===== src/rtl/ftx_pkg.sv =====
// ftx_pkg: constants for the frame trigger and exposure controller.
// assumes a single 125 MHz clock and an AXI4-Lite register port.
package ftx_pkg;
    // ------------------------------------------------------------
    // timing
    // ------------------------------------------------------------
    localparam int CLK_PERIOD_NS = 8;
    localparam int NS_PER_US = 1000;
    localparam int CYC_PER_US = NS_PER_US / CLK_PERIOD_NS;
    localparam int PRESC_W = 7;
    localparam int TIME_W = 24;

    // ------------------------------------------------------------
    // register map (byte addresses)
    // ------------------------------------------------------------
    localparam int ADDR_W = 8;
    localparam logic [7:0] OFS_CTRL = 8'h00;
    localparam logic [7:0] OFS_EXPO = 8'h04;
    localparam logic [7:0] OFS_DELAY = 8'h08;
    localparam logic [7:0] OFS_CMD = 8'h0c;
    localparam logic [7:0] OFS_STATUS = 8'h10;
    localparam logic [7:0] OFS_IRQ_STAT = 8'h14;
    localparam logic [7:0] OFS_IRQ_MASK = 8'h18;

    // ------------------------------------------------------------
    // fields and reset values
    // ------------------------------------------------------------
    localparam int CTRL_GATE = 0;
    localparam int CTRL_SRC_LO = 1;
    localparam int CTRL_SRC_HI = 2;
    localparam int CTRL_POL = 3;
    localparam int CTRL_KIND = 4;
    localparam int CTRL_W = 5;
    localparam logic [1:0] SRC_LINE1 = 2'h0;
    localparam logic [1:0] SRC_LINE2 = 2'h1;
    localparam logic [1:0] SRC_HOST = 2'h2;
    localparam logic [4:0] CTRL_RESET = 5'h00;
    localparam logic [23:0] EXPO_RESET = 24'h000064;
    localparam logic [23:0] DELAY_RESET = 24'h000000;
    localparam int IRQ_OVER = 0;
    localparam int IRQ_START = 1;
    localparam int IRQ_END = 2;
    localparam int IRQ_W = 3;
    localparam logic [2:0] IRQ_RESET = 3'h0;
    localparam logic [1:0] RESP_OKAY = 2'h0;
    localparam logic [1:0] RESP_SLVERR = 2'h2;

    typedef enum logic [2:0] {
        ST_WAIT,
        ST_DELAY,
        ST_TIMED,
        ST_WIDTH,
        ST_HOLD
    } ftx_state_type;
endpackage : ftx_pkg


===== src/rtl/ftx_trigger_ctrl.sv =====
// ftx_trigger_ctrl: hardware frame start trigger and exposure control.
// assumes bus inputs are synchronous to ref_clk; trigger lines may be asynchronous.
`timescale 1ns/10ps
`default_nettype none

// Behaviour
// - enabled gate with line source triggers frames
// - polarity picks rising or falling trigger edge
// - selected edge while waiting starts acquisition
// - leave waiting on accepted trigger (delay or exposure), return when ready
// - one frame per accepted trigger edge
// - edges outside waiting state are discarded
// - two exposure modes: timed and pulse width
// - timed exposure lasts programmed duration
// - timed overlap edge ignored, overtrigger event raised
// - width rising: expose while input high
// - width mode still waits programmed duration
// - programmable microsecond delay before trigger acts
// - delay bypassed for gate off or host
// - source defaults to first input line
// - host trigger always uses timed exposure
module ftx_trigger_ctrl (
    input wire logic ref_clk,
    input wire logic rst_b,
    input wire logic [1:0] ext_frame_trigger_in,
    input wire logic [7:0] s_axi_awaddr,
    input wire logic s_axi_awvalid,
    output logic s_axi_awready,
    input wire logic [31:0] s_axi_wdata,
    input wire logic [3:0] s_axi_wstrb,
    input wire logic s_axi_wvalid,
    output logic s_axi_wready,
    output logic [1:0] s_axi_bresp,
    output logic s_axi_bvalid,
    input wire logic s_axi_bready,
    input wire logic [7:0] s_axi_araddr,
    input wire logic s_axi_arvalid,
    output logic s_axi_arready,
    output logic [31:0] s_axi_rdata,
    output logic [1:0] s_axi_rresp,
    output logic s_axi_rvalid,
    input wire logic s_axi_rready,
    output logic exposure_active,
    output logic waiting_for_trigger,
    output logic frame_start,
    output logic irq
);
    // ------------------------------------------------------------
    // helpers
    // ------------------------------------------------------------
    function automatic logic [31:0] merge(input logic [31:0] old,
            input logic [31:0] val, input logic [3:0] strb);
        logic [31:0] res;
        res = old;
        for (int i = 0; i < 4; i++) begin
            if (strb[i]) begin
                res[8*i +: 8] = val[8*i +: 8];
            end
        end
        return res;
    endfunction : merge

    function automatic logic mapped(input logic [7:0] a);
        return a == ftx_pkg::OFS_CTRL || a == ftx_pkg::OFS_EXPO ||
            a == ftx_pkg::OFS_DELAY || a == ftx_pkg::OFS_CMD ||
            a == ftx_pkg::OFS_STATUS || a == ftx_pkg::OFS_IRQ_STAT ||
            a == ftx_pkg::OFS_IRQ_MASK;
    endfunction : mapped

    logic aw_have, w_have, wr_do;
    logic [7:0] waddr;
    logic [31:0] wdata_q;
    logic [3:0] wstrb_q;
    logic [4:0] ctrl;
    logic [23:0] exposure_duration_us, trigger_delay_us;
    logic [2:0] irq_stat, irq_mask, irq_set, next_irq_stat;
    logic host_trigger_command;
    ftx_pkg::ftx_state_type state, next_state;
    logic [1:0] sync1, sync2, prev;
    logic [1:0] src;
    logic level, prv, act, prev_act, hw_mode, hw_edge, sw_go;
    logic pulse_width_exposure;
    logic [6:0] presc;
    logic tick, tmr_end, load_tmr, start;
    logic [23:0] tmr;
    logic [31:0] rd_mux;

    // ------------------------------------------------------------
    // axi4-lite write channel
    // ------------------------------------------------------------
    // one write in flight; address and data taken in either order
    assign wr_do = aw_have && w_have && !s_axi_bvalid;

    always_ff @(posedge ref_clk or negedge rst_b) begin
        if (!rst_b) begin
            s_axi_awready <= 1'b1;
            s_axi_wready <= 1'b1;
            s_axi_bvalid <= 1'b0;
            s_axi_bresp <= ftx_pkg::RESP_OKAY;
            aw_have <= 1'b0;
            w_have <= 1'b0;
            waddr <= 8'h00;
            wdata_q <= 32'h0000_0000;
            wstrb_q <= 4'h0;
        end else begin
            if (s_axi_awvalid && s_axi_awready) begin
                s_axi_awready <= 1'b0;
                aw_have <= 1'b1;
                waddr <= s_axi_awaddr;
            end
            if (s_axi_wvalid && s_axi_wready) begin
                s_axi_wready <= 1'b0;
                w_have <= 1'b1;
                wdata_q <= s_axi_wdata;
                wstrb_q <= s_axi_wstrb;
            end
            if (wr_do) begin
                aw_have <= 1'b0;
                w_have <= 1'b0;
                s_axi_bvalid <= 1'b1;
                s_axi_bresp <= mapped(waddr) ? ftx_pkg::RESP_OKAY :
                    ftx_pkg::RESP_SLVERR;
            end
            if (s_axi_bvalid && s_axi_bready) begin
                s_axi_bvalid <= 1'b0;
                s_axi_awready <= 1'b1;
                s_axi_wready <= 1'b1;
            end
        end
    end

    // ------------------------------------------------------------
    // configuration registers
    // ------------------------------------------------------------
    always_ff @(posedge ref_clk or negedge rst_b) begin
        if (!rst_b) begin
            ctrl <= ftx_pkg::CTRL_RESET;
            exposure_duration_us <= ftx_pkg::EXPO_RESET;
            trigger_delay_us <= ftx_pkg::DELAY_RESET;
            irq_mask <= ftx_pkg::IRQ_RESET;
        end else if (wr_do) begin
            case (waddr)
                ftx_pkg::OFS_CTRL: begin
                    ctrl <= 5'(merge(32'(ctrl), wdata_q, wstrb_q));
                end
                ftx_pkg::OFS_EXPO: begin
                    exposure_duration_us <= 24'(merge(
                        32'(exposure_duration_us), wdata_q, wstrb_q));
                end
                ftx_pkg::OFS_DELAY: begin
                    trigger_delay_us <= 24'(merge(32'(trigger_delay_us),
                        wdata_q, wstrb_q));
                end
                ftx_pkg::OFS_IRQ_MASK: begin
                    irq_mask <= 3'(merge(32'(irq_mask), wdata_q, wstrb_q));
                end
                default: begin
                end
            endcase
        end
    end

    assign host_trigger_command = wr_do && waddr == ftx_pkg::OFS_CMD &&
        wstrb_q[0] && wdata_q[0];

    // ------------------------------------------------------------
    // trigger input
    // ------------------------------------------------------------
    // two-stage synchroniser
    always_ff @(posedge ref_clk or negedge rst_b) begin
        if (!rst_b) begin
            sync1 <= 2'h0;
            sync2 <= 2'h0;
            prev <= 2'h0;
        end else begin
            sync1 <= ext_frame_trigger_in;
            sync2 <= sync1;
            prev <= sync2;
        end
    end

    // switching source or polarity fakes no edge; both samples use the same setting
    assign src = ctrl[ftx_pkg::CTRL_SRC_HI:ftx_pkg::CTRL_SRC_LO];
    assign level = sync2[src == ftx_pkg::SRC_LINE2];
    assign prv = prev[src == ftx_pkg::SRC_LINE2];
    assign act = ctrl[ftx_pkg::CTRL_POL] ? !level : level;
    assign prev_act = ctrl[ftx_pkg::CTRL_POL] ? !prv : prv;
    assign hw_mode = ctrl[ftx_pkg::CTRL_GATE] && src != ftx_pkg::SRC_HOST;
    assign hw_edge = hw_mode && act && !prev_act;
    assign sw_go = host_trigger_command && !hw_mode;
    assign pulse_width_exposure = hw_mode && ctrl[ftx_pkg::CTRL_KIND];

    // ------------------------------------------------------------
    // microsecond timer
    // ------------------------------------------------------------
    // prescaler restarts on each load so every interval is whole us
    assign tick = presc == 7'(ftx_pkg::CYC_PER_US - 1);
    assign tmr_end = tick && tmr == 24'h000001;

    always_ff @(posedge ref_clk or negedge rst_b) begin
        if (!rst_b) begin
            presc <= 7'h00;
            tmr <= 24'h000000;
        end else if (load_tmr) begin
            presc <= 7'h00;
            if (next_state == ftx_pkg::ST_DELAY) begin
                tmr <= trigger_delay_us;
            end else begin
                // minimum time kept in width mode
                tmr <= exposure_duration_us == 24'h000000 ? 24'h000001 :
                    exposure_duration_us;
            end
        end else begin
            presc <= tick ? 7'h00 : presc + 7'h01;
            if (tick && tmr != 24'h000000) begin
                tmr <= tmr - 24'h000001;
            end
        end
    end

    // ------------------------------------------------------------
    // acquisition state
    // ------------------------------------------------------------
    always_comb begin
        next_state = state;
        case (state)
            ftx_pkg::ST_WAIT: begin
                if (hw_edge) begin
                    if (trigger_delay_us != 24'h000000) begin
                        next_state = ftx_pkg::ST_DELAY;
                    end else if (pulse_width_exposure) begin
                        next_state = ftx_pkg::ST_WIDTH;
                    end else begin
                        next_state = ftx_pkg::ST_TIMED;
                    end
                end else if (sw_go) begin
                    next_state = ftx_pkg::ST_TIMED;
                end
            end
            ftx_pkg::ST_DELAY: begin
                if (tmr_end) begin
                    next_state = pulse_width_exposure ?
                        ftx_pkg::ST_WIDTH : ftx_pkg::ST_TIMED;
                end
            end
            ftx_pkg::ST_TIMED: begin
                if (tmr_end) begin
                    next_state = ftx_pkg::ST_WAIT;
                end
            end
            ftx_pkg::ST_WIDTH: begin
                if (!act) begin
                    next_state = tmr == 24'h000000 ? ftx_pkg::ST_WAIT :
                        ftx_pkg::ST_HOLD;
                end
            end
            ftx_pkg::ST_HOLD: begin
                if (tmr == 24'h000000) begin
                    next_state = ftx_pkg::ST_WAIT;
                end
            end
            default: begin
                next_state = ftx_pkg::ST_WAIT;
            end
        endcase
    end

    assign load_tmr = next_state != state && (next_state ==
        ftx_pkg::ST_DELAY || next_state == ftx_pkg::ST_TIMED ||
        next_state == ftx_pkg::ST_WIDTH);
    assign start = load_tmr && next_state != ftx_pkg::ST_DELAY;

    always_ff @(posedge ref_clk or negedge rst_b) begin
        if (!rst_b) begin
            state <= ftx_pkg::ST_WAIT;
        end else begin
            state <= next_state;
        end
    end

    // ------------------------------------------------------------
    // events and outputs
    // ------------------------------------------------------------
    always_comb begin
        irq_set = 3'h0;
        // late edge dropped, flagged if timed
        irq_set[ftx_pkg::IRQ_OVER] = hw_edge &&
            state != ftx_pkg::ST_WAIT && !pulse_width_exposure;
        irq_set[ftx_pkg::IRQ_START] = start;
        irq_set[ftx_pkg::IRQ_END] = (state == ftx_pkg::ST_TIMED ||
            state == ftx_pkg::ST_WIDTH) && next_state != state;
        next_irq_stat = irq_stat | irq_set;
        // set wins over a write-one clear in the same cycle
        if (wr_do && waddr == ftx_pkg::OFS_IRQ_STAT && wstrb_q[0]) begin
            next_irq_stat = (irq_stat & ~wdata_q[2:0]) | irq_set;
        end
    end

    always_ff @(posedge ref_clk or negedge rst_b) begin
        if (!rst_b) begin
            irq_stat <= ftx_pkg::IRQ_RESET;
            irq <= 1'b0;
            exposure_active <= 1'b0;
            waiting_for_trigger <= 1'b1;
            frame_start <= 1'b0;
        end else begin
            irq_stat <= next_irq_stat;
            irq <= |(next_irq_stat & irq_mask);
            exposure_active <= next_state == ftx_pkg::ST_TIMED ||
                next_state == ftx_pkg::ST_WIDTH;
            waiting_for_trigger <= next_state == ftx_pkg::ST_WAIT;
            frame_start <= start;
        end
    end

    // ------------------------------------------------------------
    // axi4-lite read channel
    // ------------------------------------------------------------
    always_comb begin
        case (s_axi_araddr)
            ftx_pkg::OFS_CTRL: rd_mux = 32'(ctrl);
            ftx_pkg::OFS_EXPO: rd_mux = 32'(exposure_duration_us);
            ftx_pkg::OFS_DELAY: rd_mux = 32'(trigger_delay_us);
            ftx_pkg::OFS_STATUS: rd_mux = {28'h0000000,
                state == ftx_pkg::ST_HOLD, state == ftx_pkg::ST_DELAY,
                exposure_active, waiting_for_trigger};
            ftx_pkg::OFS_IRQ_STAT: rd_mux = 32'(irq_stat);
            ftx_pkg::OFS_IRQ_MASK: rd_mux = 32'(irq_mask);
            default: rd_mux = 32'h0000_0000;
        endcase
    end

    always_ff @(posedge ref_clk or negedge rst_b) begin
        if (!rst_b) begin
            s_axi_arready <= 1'b1;
            s_axi_rvalid <= 1'b0;
            s_axi_rdata <= 32'h0000_0000;
            s_axi_rresp <= ftx_pkg::RESP_OKAY;
        end else if (s_axi_arvalid && s_axi_arready) begin
            s_axi_arready <= 1'b0;
            s_axi_rvalid <= 1'b1;
            s_axi_rdata <= rd_mux;
            s_axi_rresp <= mapped(s_axi_araddr) ? ftx_pkg::RESP_OKAY :
                ftx_pkg::RESP_SLVERR;
        end else if (s_axi_rvalid && s_axi_rready) begin
            s_axi_rvalid <= 1'b0;
            s_axi_arready <= 1'b1;
        end
    end
endmodule : ftx_trigger_ctrl

`default_nettype wire


===== config.mk =====
export PLATFORM = sky130hd
export DESIGN_NAME = ftx_trigger_ctrl
export DESIGN_NICKNAME = d
export VERILOG_FILES = /design/src/rtl/ftx_pkg.sv /design/src/rtl/ftx_trigger_ctrl.sv
export SDC_FILE = /design/constraint.sdc
export NUM_CORES = 1
export LEC_CHECK = 0
export BUFFER_PORTS_ARGS = -buffer_cell sky130_fd_sc_hd__buf_2
export CORE_MARGIN = 3
export CORE_UTILIZATION = 50
export CTS_BUF_LIST = sky130_fd_sc_hd__clkbuf_4
export CTS_CLUSTER_DIAMETER = 100
export DETAILED_ROUTE_END_ITERATION = 10
export PLACE_DENSITY = 0.82
export SLEW_MARGIN = 5
export SYNTH_ARGS = -nofsm -noshare
export SYNTH_HDL_FRONTEND = slang
export SYNTH_SLANG_ARGS = --single-unit

===== constraint.sdc =====
create_clock -name ref_clk -period 7.1 [get_ports ref_clk]
set_clock_uncertainty 0.15 [all_clocks]
set_input_delay 0 -clock ref_clk [delete_from_list [all_inputs] [get_ports ref_clk]]
set_output_delay 0 -clock ref_clk [all_outputs]
set_load 0.03 [all_outputs]

==> Yosys cells after proc, flatten, opt, wreduce, memory -nomap -nowiden <==
Cells that the tools add are included.
{ "totals": {"regBits": 181, "latchBits": 0, "mem_bits_rw": 0, "mem_bits_ro": 0, "in_bits": 61, "output_inout_bits": 45, "wordCells": 176, "mem_count": 0} }
{ "op_classes": {"addsub": 2, "mul": 0, "div": 0, "magnitude_cmp": 1, "n_eq_ne": 25, "n_shift": 0, "n_mux": 40, "bitwise_logic": 5, "reduce_logical": 71} }
{ "op_table": {"columns": ["operator", "n"], "rows": [
  ["case mux 24 bit (6 select lines)", 1],
  ["2-to-1 mux 24 bit", 4],
  ["equality test 8 x 5 -> 1 bit (second input constant)", 6],
  ["zero test 24 bit", 2],
  ["nonzero test 24 bit", 2],
  ["equality test 8 x 4 -> 1 bit (second input constant)", 4],
  ["equality test 24 x 1 -> 1 bit (second input constant)", 1],
  ["logical AND 1 bit", 24],
  ["2-to-1 mux 3 bit", 8],
  ["AND reduction 3 bit", 8],
  ["subtractor 24 x 1 -> 24 bit (second input constant)", 1],
  ["2-to-1 mux 1 bit", 21],
  ["equality test 8 x 3 -> 1 bit (second input constant)", 2],
  ["zero test 8 bit", 2],
  ["logical OR 1 bit", 16],
  ["case mux 3 bit (5 select lines)", 1],
  ["2-to-1 mux 7 bit", 2],
  ["nonzero test 2 bit", 7],
  ["equality test 3 x 2 -> 1 bit (second input constant)", 4],
  ["adder 7 x 1 -> 7 bit (second input constant)", 1],
  ["equality test 7 bit (second input constant)", 1],
  ["bitwise AND 3 bit", 2],
  ["equality test 3 x 1 -> 1 bit (second input constant)", 2],
  ["zero test 1 bit", 6],
  ["other kinds (12)", 16]
]} }

==> Depth between registers and ports, before layout <==
Gate-level depths: netlist (run 1).
{ "logic_depth": {"word_depth": 18, "ltp_mapped": 10, "depth_no_buf": 9} }

==> Worst setup path before layout (run 1) <==
Ideal clock, no wire load.
{ "synth_timing": {"path_type": "reg-to-reg", "startpoint": "register tmr[0]", "endpoint": "register tmr[9]", "setup_ps": 137, "t_arrival_ps": 2315, "required_time_ps": 6813, "slack_ps": 4498, "path_stages_with_launch": 11, "n_path_buf": 1, "synth_period_minus_slack_ps": 2602, "path_cell_list": "dfrtp_1 > inv_1 > ha_1 > clkbuf_2 > nor4b_1 > and4_1 > a2111oi_0 > nand2_1 > nor3_1 > xnor2_1 > a21oi_1"} }
{ "synth_via": {"elab_chain_cells": 9, "elab_cells_between_ends": 23, "cone_classes": "add/sub (1); eq/ne (5); mux (9); reduce/logical (8)"} }
{ "synth_rtl": {"columns": ["element", "line_no", "text"], "rows": [
  ["start: declaration", "ftx_trigger_ctrl.sv:85", "logic [23:0] tmr;"],
  ["start signal: assignment", "ftx_trigger_ctrl.sv:207", "tmr <= trigger_delay_us;"],
  ["start signal: assignment", "ftx_trigger_ctrl.sv:210", "tmr <= exposure_duration_us == 24'h000000 ? 24'h000001 :"],
  ["start signal: assignment", "ftx_trigger_ctrl.sv:216", "tmr <= tmr - 24'h000001;"],
  ["equality test 24 x 1 -> 1 bit / zero test 24 bit (equally long branches)", "ftx_trigger_ctrl.sv:198, ftx_trigger_ctrl.sv:253, ftx_trigger_ctrl.sv:258", null],
  ["logical AND 1 bit / 2-to-1 mux 3 bit (equally long branches)", "ftx_trigger_ctrl.sv:198, ftx_trigger_ctrl.sv:253", null],
  ["2-to-1 mux 3 bit (on tied branches)", "ftx_trigger_ctrl.sv:247, ftx_trigger_ctrl.sv:241, ftx_trigger_ctrl.sv:252", null],
  ["case mux 3 bit (5 select lines)", "ftx_trigger_ctrl.sv:226", "case (state)"],
  ["equality test 3 x 1 -> 1 bit / equality test 3 x 2 -> 1 bit (equally long branches)", "ftx_trigger_ctrl.sv:206, ftx_trigger_ctrl.sv:268, ftx_trigger_ctrl.sv:269", null],
  ["logical OR 1 bit (2 in a row)", "ftx_trigger_ctrl.sv:269", "ftx_pkg::ST_DELAY || next_state == ftx_pkg::ST_TIMED ||"],
  ["logical AND 1 bit", "ftx_trigger_ctrl.sv:268", "assign load_tmr = next_state != state && (next_state =="],
  ["2-to-1 mux 24 bit / nonzero test 2 bit (equally long branches)", null, null]
]} }
Several ways; a longest one is shown, not always the timed one. The select of a mux whose other input is x is not followed.
A chain may end at the register's enable or synchronous reset.

==> Worst setup path in the final report (run 1) <==
{ "layout_timing": {"startpoint": "input port s_axi_araddr[3]", "endpoint": "register s_axi_rdata[1]"} }
{ "layout_via": {"elab_chain_cells": 2, "elab_cells_between_ends": 7, "cone_classes": "eq/ne (5); mux (1); reduce/logical (1)"} }
{ "layout_rtl": {"columns": ["element", "line_no", "text"], "rows": [
  ["start: declaration", "ftx_trigger_ctrl.sv:36", "input wire logic [7:0] s_axi_araddr,"],
  ["equality test 8 x 5 -> 1 bit, or another cell as far along", "ftx_trigger_ctrl.sv:320", "case (s_axi_araddr)"],
  ["case mux 24 bit (6 select lines) (*)", "ftx_trigger_ctrl.sv:320", null],
  ["end signal: assignment", "ftx_trigger_ctrl.sv:342", "s_axi_rdata <= rd_mux;"],
  ["end: declaration", "ftx_trigger_ctrl.sv:39", "output logic [31:0] s_axi_rdata,"]
]} }
Every way passes the cells marked *; elsewhere a longest branch is shown, timed or not.

==> flow_metrics.py, run 1 <==
metrics = {
    "critical_path": {
        "worstPathMaxFanout": 4,
        "cp-end-kind": "register",
        "worstSetupStartpoint": "s_axi_araddr[3]",
        "critPathMaxStageDelay_ns": 0.62,
        "cp.arrival_ns": 3.82,
        "critPathBufInv": 6,
        "slowest_stage": "dlygate4sd3_1",
        "timing.rr.start": "tmr[0]$_DFFE_PN0P_",
        "crit_family": "buffers and inverters",
        "critical_path_class": "in -> reg",
        "required_ns": 7.43,
        "path_cells": "dlygate4sd3_1 > buf_2 > nor3_1 > dlygate4sd3_1 > nand2b_1 > dlygate4sd3_1 > nor2_1 > dlygate4sd3_1 > a221oi_1 > dlygate4sd3_1 > o21ai_0",
        "cpMostUsedCell": "dlygate4sd3_1",
        "start_kind": "input port",
    },
    "clock_tree": {
        "ctsHoldBuffers": 82,
        "cts_buffer_depth": 2,
        "cts.repair.resized": 0,
        "clk_pin_slew_ns": 0.15,
        "numCtsBuffers": 17,
        "cts.htree.levels": 4,
        "cts_tree": "done",
        "cts-root-buf": "clkbuf_4",
        "cts_sinks": 171,
        "post-cts-setup-buffer-count": 0,
        "clock_latency_ns": 0.58,
    },
    "sta": {
        "setup_viol": 0,
        "hold_viol": 0,
        "slew_headroom_pct": 21.1,
        "period_minus_slack_ns": 3.49,
        "rsz0062_at_grt": "no",
        "tightest_slew_ns": 1.18,
        "period_share_pct": 49.1,
        "final_max_slew_viol_count": 0,
        "setup_tns_ns": 0,
        "max_freq_mhz": 287,
    },
    "logic_synthesis": {
        "synth-seq-area-share_pct": 55.7,
        "synth_compound_area_share_pct": 11.9,
        "synthDominantCellAreaShare_pct": 53.3,
        "synth_top_family_by_area": "multiplexers",
        "yosys_warnings": 0,
        "synth_flop_cell": "dfrtp_1",
        "synth.cell_area_sq_um": 7700,
        "avgSynthCellArea_sq_um": 11.7,
        "synthSimpleGateAreaFrac_pct": 12.2,
        "synth_cell_types": 56,
        "synth_area_leaders": "dfrtp_1, mux2_2, xor2_1, nand2_1, dfstp_2",
        "synth-adder-area-share_pct": 0.650,
        "synth_top_area_cell": "dfrtp_1",
        "synth.most_common_cell": "dfrtp_1",
        "netlist_top_cells_count": "dfrtp_1, mux2_2, nand2_1",
        "synthCells": 660,
        "synth-edff-count": 0,
        "synth-async-reset-ratio_pct": 100,
        "muxShareOfSynthArea_pct": 13.5,
        "synthXorXnorAreaFrac_pct": 3.07,
        "ys_ff_latch": 171,
    },
    "final_layout": {
        "final_util_pct": 63.5,
        "regArea_sq_um": 4290,
        "stdcell_count": 1026,
        "nFillCells": 1091,
        "drive_gt1_share_pct": 27.2,
        "multi_input_area_sq_um": 3230,
        "final_area_sq_um": 9410,
        "nNetsFinal": 894,
        "area_growth_pct": 22.2,
    },
    "routing": {
        "wire_per_inst_um": 18.9,
        "ant_nets": 0,
        "via_count": 6098,
        "post-route-drc-count": 0,
        "drt-total-wl_um": 19400,
        "vias_per_cell": 5.94,
        "firstDrtPassIters": 6,
        "drtIter0Drc": 429,
    },
    "placed_design": {
        "place_congestion": 0.917,
        "dp.cells": 912,
        "port_buffers": 86,
        "place_hpwl_um": 12500,
        "dpl_cell_area_sq_um": 8280,
    },
    "power": {
        "power.density_nw_per_um2": 282,
        "leakage_nw": 4.33,
        "ir_drop_mv": 0.206,
    },
    "die": {
        "design.die.area_sq_um": 16900,
        "core_sq_um": 14800,
        "die_h_um": 130,
        "die_w_um": 130,
        "start_util_pct": 52.0,
        "rows": 44,
        "pin_count": 106,
    },
    "global_route": {
        "grt_pass1_vias": 6130,
        "antenna_found_initial": 1,
        "grt_util_all_layers_pct": 24.4,
        "grt_pass1_wl_um": 31700,
        "grt_max_degree": 78,
        "grt-ovfl-total": 0,
    },
    "job": {
        "cap_violations": 0,
    },
    "status": {
        "status": "finished clean",
    },
    "min_path": {
        "min-delay-start": "s_axi_wdata[9]",
        "hold_path.class": "in -> reg",
    },
}
-- cell families (layout without fill, tap and decap cells) --
logic type,after synthesis,in the layout
and+or+nand+nor,173,173
adders and majority gates,4,4
AOI/OAI and AO/OA,144,144
xor gates and xnor gates,27,27
buffers and inverters,47,219
other,1,11
muxes,93,93
DFF,171,171
-- per-layer routing --
layer	up-vias	global-route usage, %	part of all wire (%)
met3	39	5.53	7.2
met1	3035	32.5	41
li1	2767	-	-
met2	257	40.4	50
met5	-	0	0
met4	0	7.03	1.7
-- layout make-up --
type / instances / share of cell area [%]
tap: 184 / 2.45
clock inverter: 13 / 1.65
inverter: 15 / 0.598
multi-input combinational: 451 / 34.3
clock buffer: 18 / 1.44
timing repair buffer: 173 / 14.0
sequential: 171 / 45.6
antenna: 1 / 0.0266
-- registers in the layout (all words and copies together) (netlist names), 2 cells and up --
register              count
exposure_duration_us     24
s_axi_rdata              24
tmr                      24
trigger_delay_us         24
wdata_q                  24
waddr                     8
presc                     7
ctrl                      5
irq_mask                  3
irq_stat                  3
state                     3
wstrb_q                   3
prev                      2
sync1                     2
sync2                     2
-- report_power, final --
part	internal, mW	total, mW	switching (mW)
registers	1.21	1.45	0.247
clock network	0.221	0.577	0.356
logic	0.318	0.625	0.307
total	1.74	2.65	0.910
-- cell usage in the layout, fill, tap and decap left out, drive strengths merged, types with 5 or more instances in the layout --
cell type and instances:
xnor2 5, dfstp 7, nand3b 5, and3 6, inv 22, o21ai 34
clkbuf 18, nand2 51, a211o 5, dfrtp 164, xor2 22, buf 92
a31oi 5, a21oi 29, nor2 21, nor3 19, nor4 15, nand4 6
a22oi 24, mux2 90, o22ai 23, dlygate4sd3 81, nand3 15, conb 10
-- per-stage QoR --
| stage | hold WS [ns] | setup slack [ns] | power [mW] |
|---|---|---|---|
| 2_1_floorplan | -0.446 | 4.50 | 1.83 |
| 3_3_place_gp | -0.0411 | 4.07 | 1.99 |
| 3_5_place_dp | -0.0382 | 3.96 | 2.03 |
| 4_1_cts | 0.00121 | 3.74 | 2.64 |
| 5_1_grt | 0.00853 | 3.48 | 2.81 |
| 6_report | 0.0204 | 3.61 | 2.65 |
-- tightest hold or removal path, stage by stage --
cell	delay [ns]
dlygate4sd3_1	0.51
buf_2	0.09
mux2_2	0.13
-- final timing paths --
check / to / slack, ns / cells past startpoint
max in group asynchronous: waddr[4]$_DFFE_PN0P_ / 5.48 / 4
max reg2reg: tmr[9]$_DFFE_PN0P_ / 3.94 / 9
min in group asynchronous: tmr[20]$_DFFE_PN0P_ / 0.27 / 3
min reg2reg: sync2[1]$_DFF_PN0_ / 0.22 / 0
min: wdata_q[9]$_DFFE_PN0P_ / 0.02 / 3
max: s_axi_rdata[1]$_DFFE_PN0P_ / 3.61 / 11
Power figures use the tool's default switching activity.
==> run 2, diff against run 1 <==
Clock period 7.1 ns to 3.4 ns, I/O delays scaled along.
==> flow_metrics.py, run 2 (synthesized netlist as in run 1, its figures left out) <==
metrics = {
    "critical_path": {
        "start_kind": "input port",
        "reg2reg_slack_ns": 0.57,
        "reg2reg_to": "tmr[13]$_DFFE_PN0P_",
        "rr_worst_depth": 8,
        "worstPathMaxFanout": 4,
        "critical_path_class": "in -> reg",
        "cp.arrival_ns": 3.43,
        "required_ns": 3.77,
        "cp-end-kind": "register",
        "timing.rr.start": "tmr[9]$_DFFE_PN0P_",
    },
    "clock_tree": {
        "clk_pin_slew_ns": 0.13,
        "cts_sinks": 171,
        "clock_latency_ns": 0.57,
        "post-cts-setup-buffer-count": 0,
        "cts_tree": "done",
        "cts_buffer_depth": 2,
        "cts-root-buf": "clkbuf_4",
        "cts.htree.levels": 4,
        "cts.repair.resized": 0,
        "numCtsBuffers": 17,
    },
    "sta": {
        "hold_viol": 0,
        "period_share_pct": 90.0,
        "slew_headroom_pct": 21.3,
        "max_freq_mhz": 327,
        "final_max_slew_viol_count": 0,
        "tightest_slew_ns": 1.18,
        "period_minus_slack_ns": 3.06,
        "setup_viol": 0,
        "rsz0062_at_grt": "no",
        "setup_tns_ns": 0,
    },
    "die": {
        "design.die.area_sq_um": 16900,
        "die_h_um": 130,
        "start_util_pct": 52.0,
        "die_w_um": 130,
        "core_sq_um": 14800,
        "rows": 44,
        "pin_count": 106,
    },
    "job": {
        "cap_violations": 0,
    },
    "final_layout": {
        "nFillCells": 1106,
        "final_util_pct": 62.7,
        "area_growth_pct": 20.5,
        "final_common_cell": "dfrtp_1",
        "most-common-layout-cells": "dfrtp_1, mux2_2, buf_2, dlygate4sd3_1, nand2_1",
        "drive_gt1_share_pct": 27.8,
        "regArea_sq_um": 4290,
        "multi_input_area_sq_um": 3230,
        "nNetsFinal": 879,
    },
    "min_path": {
        "min_path_cells": 3,
        "hold_path_end": "wdata_q[20]$_DFFE_PN0P_",
        "min-delay-start": "s_axi_wdata[20]",
        "hold_path.class": "in -> reg",
    },
    "status": {
        "status": "finished clean",
    },
    "routing": {
        "firstDrtPassIters": 6,
        "wire_per_inst_um": 19.4,
        "drt-total-wl_um": 19600,
        "drtIter0Drc": 478,
        "ant_nets": 0,
        "vias_per_cell": 5.97,
        "via_count": 6049,
        "post-route-drc-count": 0,
    },
    "placed_design": {
        "place_hpwl_um": 12600,
        "port_buffers": 86,
        "place_congestion": 0.942,
    },
    "power": {
        "finalPower_mw": 5.63,
        "ir_drop_mv": 0.424,
        "power.density_nw_per_um2": 607,
        "leakage_nw": 4.29,
    },
    "global_route": {
        "grt-ovfl-total": 0,
        "grt_pass1_vias": 6096,
        "grt_pass1_wl_um": 31900,
        "grt_util_all_layers_pct": 24.3,
        "grt_max_degree": 95,
        "antenna_found_initial": 1,
    },
}
run 2: cell count changes in the layout (fill, tap and decap cells not counted), sizes merged:
cell / previous run / this run
bufinv: 2 / 4
diode: 1 / 2
clkinv: 2 / 7
buf: 92 / 95
clkbuf: 18 / 17
dlygate4sd3: 81 / 63
inv: 22 / 17
run 2: repair_timing:
action	CTS	global route
setup endpoints to repair	0	0
hold buffers	63	0
endpoints found under the hold margin	234	0
run 2: worst max path at each step:
stage	startpoint	end	slack, ns	depth (start not counted)
after floorplan	tmr[0]$_DFFE_PN0P_	tmr[9]$_DFFE_PN0P_	0.80	10
after global placement	tmr[9]$_DFFE_PN0P_	tmr[12]$_DFFE_PN0P_	0.67	8
after detailed placement	tmr[9]$_DFFE_PN0P_	tmr[14]$_DFFE_PN0P_	0.66	8
after global routing	s_axi_araddr[3]	s_axi_rdata[2]$_DFFE_PN0P_	0.21	11
final	s_axi_araddr[3]	s_axi_rdata[2]$_DFFE_PN0P_	0.34	11
after CTS	s_axi_araddr[3]	s_axi_rdata[2]$_DFFE_PN0P_	0.39	11
run 2: layout make-up:
class / instances / area share [%]
clock inverter: 15 / 2.13
timing repair buffer: 158 / 12.4
multi-input combinational: 451 / 34.8
sequential: 171 / 46.2
clock buffer: 17 / 1.38
antenna: 2 / 0.0539
inverter: 15 / 0.607
tap: 184 / 2.48
run 2: routing by layer:
| layer | vias up | global-route usage (%) | routed length (um) |
|---|---|---|---|
| li1 | 2736 | - | - |
| met1 | 2997 | 32.0 | 8090 |
| met2 | 268 | 39.7 | 9680 |
| met3 | 48 | 5.49 | 1370 |
| met4 | 0 | 8.99 | 472 |
| met5 | - | 0 | 0 |
run 2: worst max-delay path, stage by stage:
cell           delay [ns]
dlygate4sd3_1        0.53
buf_2                0.15
nor3_1               0.24
dlygate4sd3_1        0.59
nand2b_1             0.08
dlygate4sd3_1        0.57
nor2_1               0.25
dlygate4sd3_1        0.60
nand3b_1             0.08
a31oi_1              0.23
a21o_1               0.11
run 2: where the power goes:
group	switching, mW	internal, mW	total, mW	leakage, nW
registers	0.520	2.52	3.04	2.19
clock network	0.712	0.584	1.30	0.167
logic	0.644	0.656	1.30	1.93
run 2: through the flow:
step / hold slack [ns] / setup slack (ns) / area (sq um) / instances
2_1_floorplan: -0.446 / 0.798 / 7730 / 669
6_report: 0.0437 / 0.339 / 9280 / 1013
3_3_place_gp: -0.0416 / 0.670 / 8320 / 916
3_5_place_dp: -0.0358 / 0.656 / 8320 / 916
5_1_grt: 0.0203 / 0.212 / 9280 / 1013
4_1_cts: 0.00291 / 0.395 / 9280 / 1011
==> run 3, diff against run 2 <==
Settings changed: CELL_PAD_IN_SITES_DETAIL_PLACEMENT from default to 2, CELL_PAD_IN_SITES_GLOBAL_PLACEMENT from default to 2, CORE_UTILIZATION 50 to 40, PLACE_DENSITY 0.82 to 0.94.
==> flow_metrics.py, run 3 (synthesized netlist as in run 1, its figures left out) <==
metrics = {
    "global_route": {
        "grt-ovfl-total": 0,
        "grt_pass1_vias": 7649,
        "grt_util_all_layers_pct": 33.9,
        "antenna_found_initial": 6,
        "grt_max_degree": 99,
        "grt_pass1_wl_um": 51800,
    },
    "critical_path": {
        "rr_worst_depth": 6,
        "worstPathMaxFanout": 24,
        "slowest_stage": "or3_1",
        "critPathMaxStageDelay_ns": 0.81,
        "timing.rr.start": "trigger_delay_us[4]$_DFFE_PN0P_",
        "critical_path_class": "reg -> reg",
        "reg2reg_slack_ns": -0.18,
        "cp.arrival_ns": 3.95,
        "required_ns": 3.77,
        "reg2reg_to": "tmr[7]$_DFFE_PN0P_",
        "start_kind": "register",
        "path_cells": "nor4_1 > nand4_1 > nor2_1 > or3_1 > o22ai_1 > a21oi_1",
        "cp-end-kind": "register",
    },
    "final_layout": {
        "final_util_pct": 50.0,
        "final_common_cell": "dfrtp_1",
        "stdcell_count": 1093,
        "most-common-layout-cells": "dfrtp_1, mux2_2, buf_2, dlygate4sd3_1, nand2_1",
        "final_area_sq_um": 9420,
        "area_growth_pct": 22.4,
        "drive_gt1_share_pct": 28.5,
        "nNetsFinal": 883,
    },
    "clock_tree": {
        "numCtsBuffers": 17,
        "clk_pin_slew_ns": 0.18,
        "cts.htree.levels": 4,
        "clock_latency_ns": 0.63,
        "cts_sinks": 171,
        "cts_tree": "done",
        "cts-root-buf": "clkbuf_4",
        "cts_buffer_depth": 2,
    },
    "power": {
        "swShare_pct": 40.7,
        "p_int_mw": 3.80,
        "p_sw_mw": 2.60,
        "p_comb_share_pct": 25.8,
        "clkPwrFrac_pct": 23.2,
        "leakage_nw": 4.32,
        "pwr-share-seq_pct": 51.0,
        "power.density_nw_per_um2": 679,
        "ir_drop_mv": 0.698,
    },
    "sta": {
        "slew_headroom_pct": 10.1,
        "final_max_slew_viol_count": 0,
        "tightest_slew_ns": 1.34,
        "setup_viol": 20,
        "max_freq_mhz": 279,
        "hold_viol": 0,
        "period_share_pct": 105,
        "fin_ws_ns": -0.180,
        "period_minus_slack_ns": 3.58,
    },
    "routing": {
        "vias_per_cell": 6.68,
        "via_count": 7298,
        "firstDrtPassIters": 7,
        "wire_per_inst_um": 35.3,
        "drt-total-wl_um": 38600,
        "post-route-drc-count": 0,
        "ant_nets": 0,
        "drtIter0Drc": 1009,
    },
    "placed_design": {
        "dpl_cell_area_sq_um": 8410,
        "dp.cells": 993,
        "place_hpwl_um": 18600,
        "place_congestion": 0.970,
        "port_buffers": 86,
        "post-place-ws_ns": 0.386,
    },
    "die": {
        "rows": 50,
        "design.die.area_sq_um": 21000,
        "core_sq_um": 18800,
        "start_util_pct": 40.9,
        "die_w_um": 145,
        "pin_count": 106,
        "die_h_um": 145,
    },
    "status": {
        "status": "finished with violations",
        "violations": "negative setup slack",
    },
    "min_path": {
        "min-delay-start": "s_axi_awaddr[5]",
        "min_path_cells": 3,
        "hold_path_end": "waddr[5]$_DFFE_PN0P_",
        "hold_path.class": "in -> reg",
    },
    "job": {
        "cap_violations": 0,
    },
}
-- run 3: area by class of cell --
class                      count  area [sq um]
timing repair buffer         162          1170
sequential                   171          4290
antenna                        2          5.00
fill                        1798          9410
clock inverter                13           190
tap                          260           325
multi-input combinational    451          3250
clock buffer                  19           143
inverter                      15          56.3
-- run 3: worst max path at each step --
stage | endpoint | depth (start not counted) | start | slack (ns)
floorplan | tmr[9]$_DFFE_PN0P_ | 10 | tmr[0]$_DFFE_PN0P_ | 0.80
global placement | tmr[1]$_DFFE_PN0P_ | 8 | tmr[9]$_DFFE_PN0P_ | 0.58
detailed placement | tmr[2]$_DFFE_PN0P_ | 8 | tmr[9]$_DFFE_PN0P_ | 0.39
CTS | tmr[4]$_DFFE_PN0P_ | 8 | tmr[9]$_DFFE_PN0P_ | 0.08
global route | tmr[7]$_DFFE_PN0P_ | 6 | trigger_delay_us[4]$_DFFE_PN0P_ | -0.18
finish | tmr[7]$_DFFE_PN0P_ | 6 | trigger_delay_us[4]$_DFFE_PN0P_ | -0.18
-- run 3: power by group through the flow --
stage          sequential, mW  clock (mW)  combinational [mW]
2_1_floorplan            2.94           0               0.887
3_3_place_gp             3.00           0                1.16
3_5_place_dp             3.12           0                1.32
4_1_cts                  3.11        1.40                1.48
5_1_grt                  3.27        1.55                1.73
6_report                 3.26        1.49                1.65
-- run 3: timing repair --
action / in CTS / in global routing
setup endpoints to repair: 0 / 27
buffers inserted: 0 / 2
hold endpoints to repair: 163 / 1
gates resized for setup: 0 / 3
hold buffers: 63 / 1
-- run 3: per-layer routing --
layer | global-route usage [%] | vias to the layer above | part of all wire [%]
li1 | - | 2733 | -
met1 | 42.2 | 3747 | 37
met2 | 56.8 | 589 | 49
met3 | 6.74 | 223 | 8.1
met4 | 16.0 | 6 | 6.7
met5 | 0 | - | 0.11
-- run 3: through the flow --
step / hold slack, ns / TNS (ns) / total power [mW]
floorplan: -0.446 / 0 / 3.82
global placement: -0.0403 / 0 / 4.17
detailed placement: -0.0382 / 0 / 4.44
CTS: 0.00139 / 0 / 5.99
global route: -0.00987 / -1.20 / 6.56
finish: 0.00941 / -1.50 / 6.40
-- run 3: worst max-delay path: cells and delay by family (launching register included) --
| family | cells | cell delay, ns |
|---|---|---|
| compound gates | 2 | 0.66 |
| flops | 1 | 0.54 |
| simple gates | 4 | 2.13 |
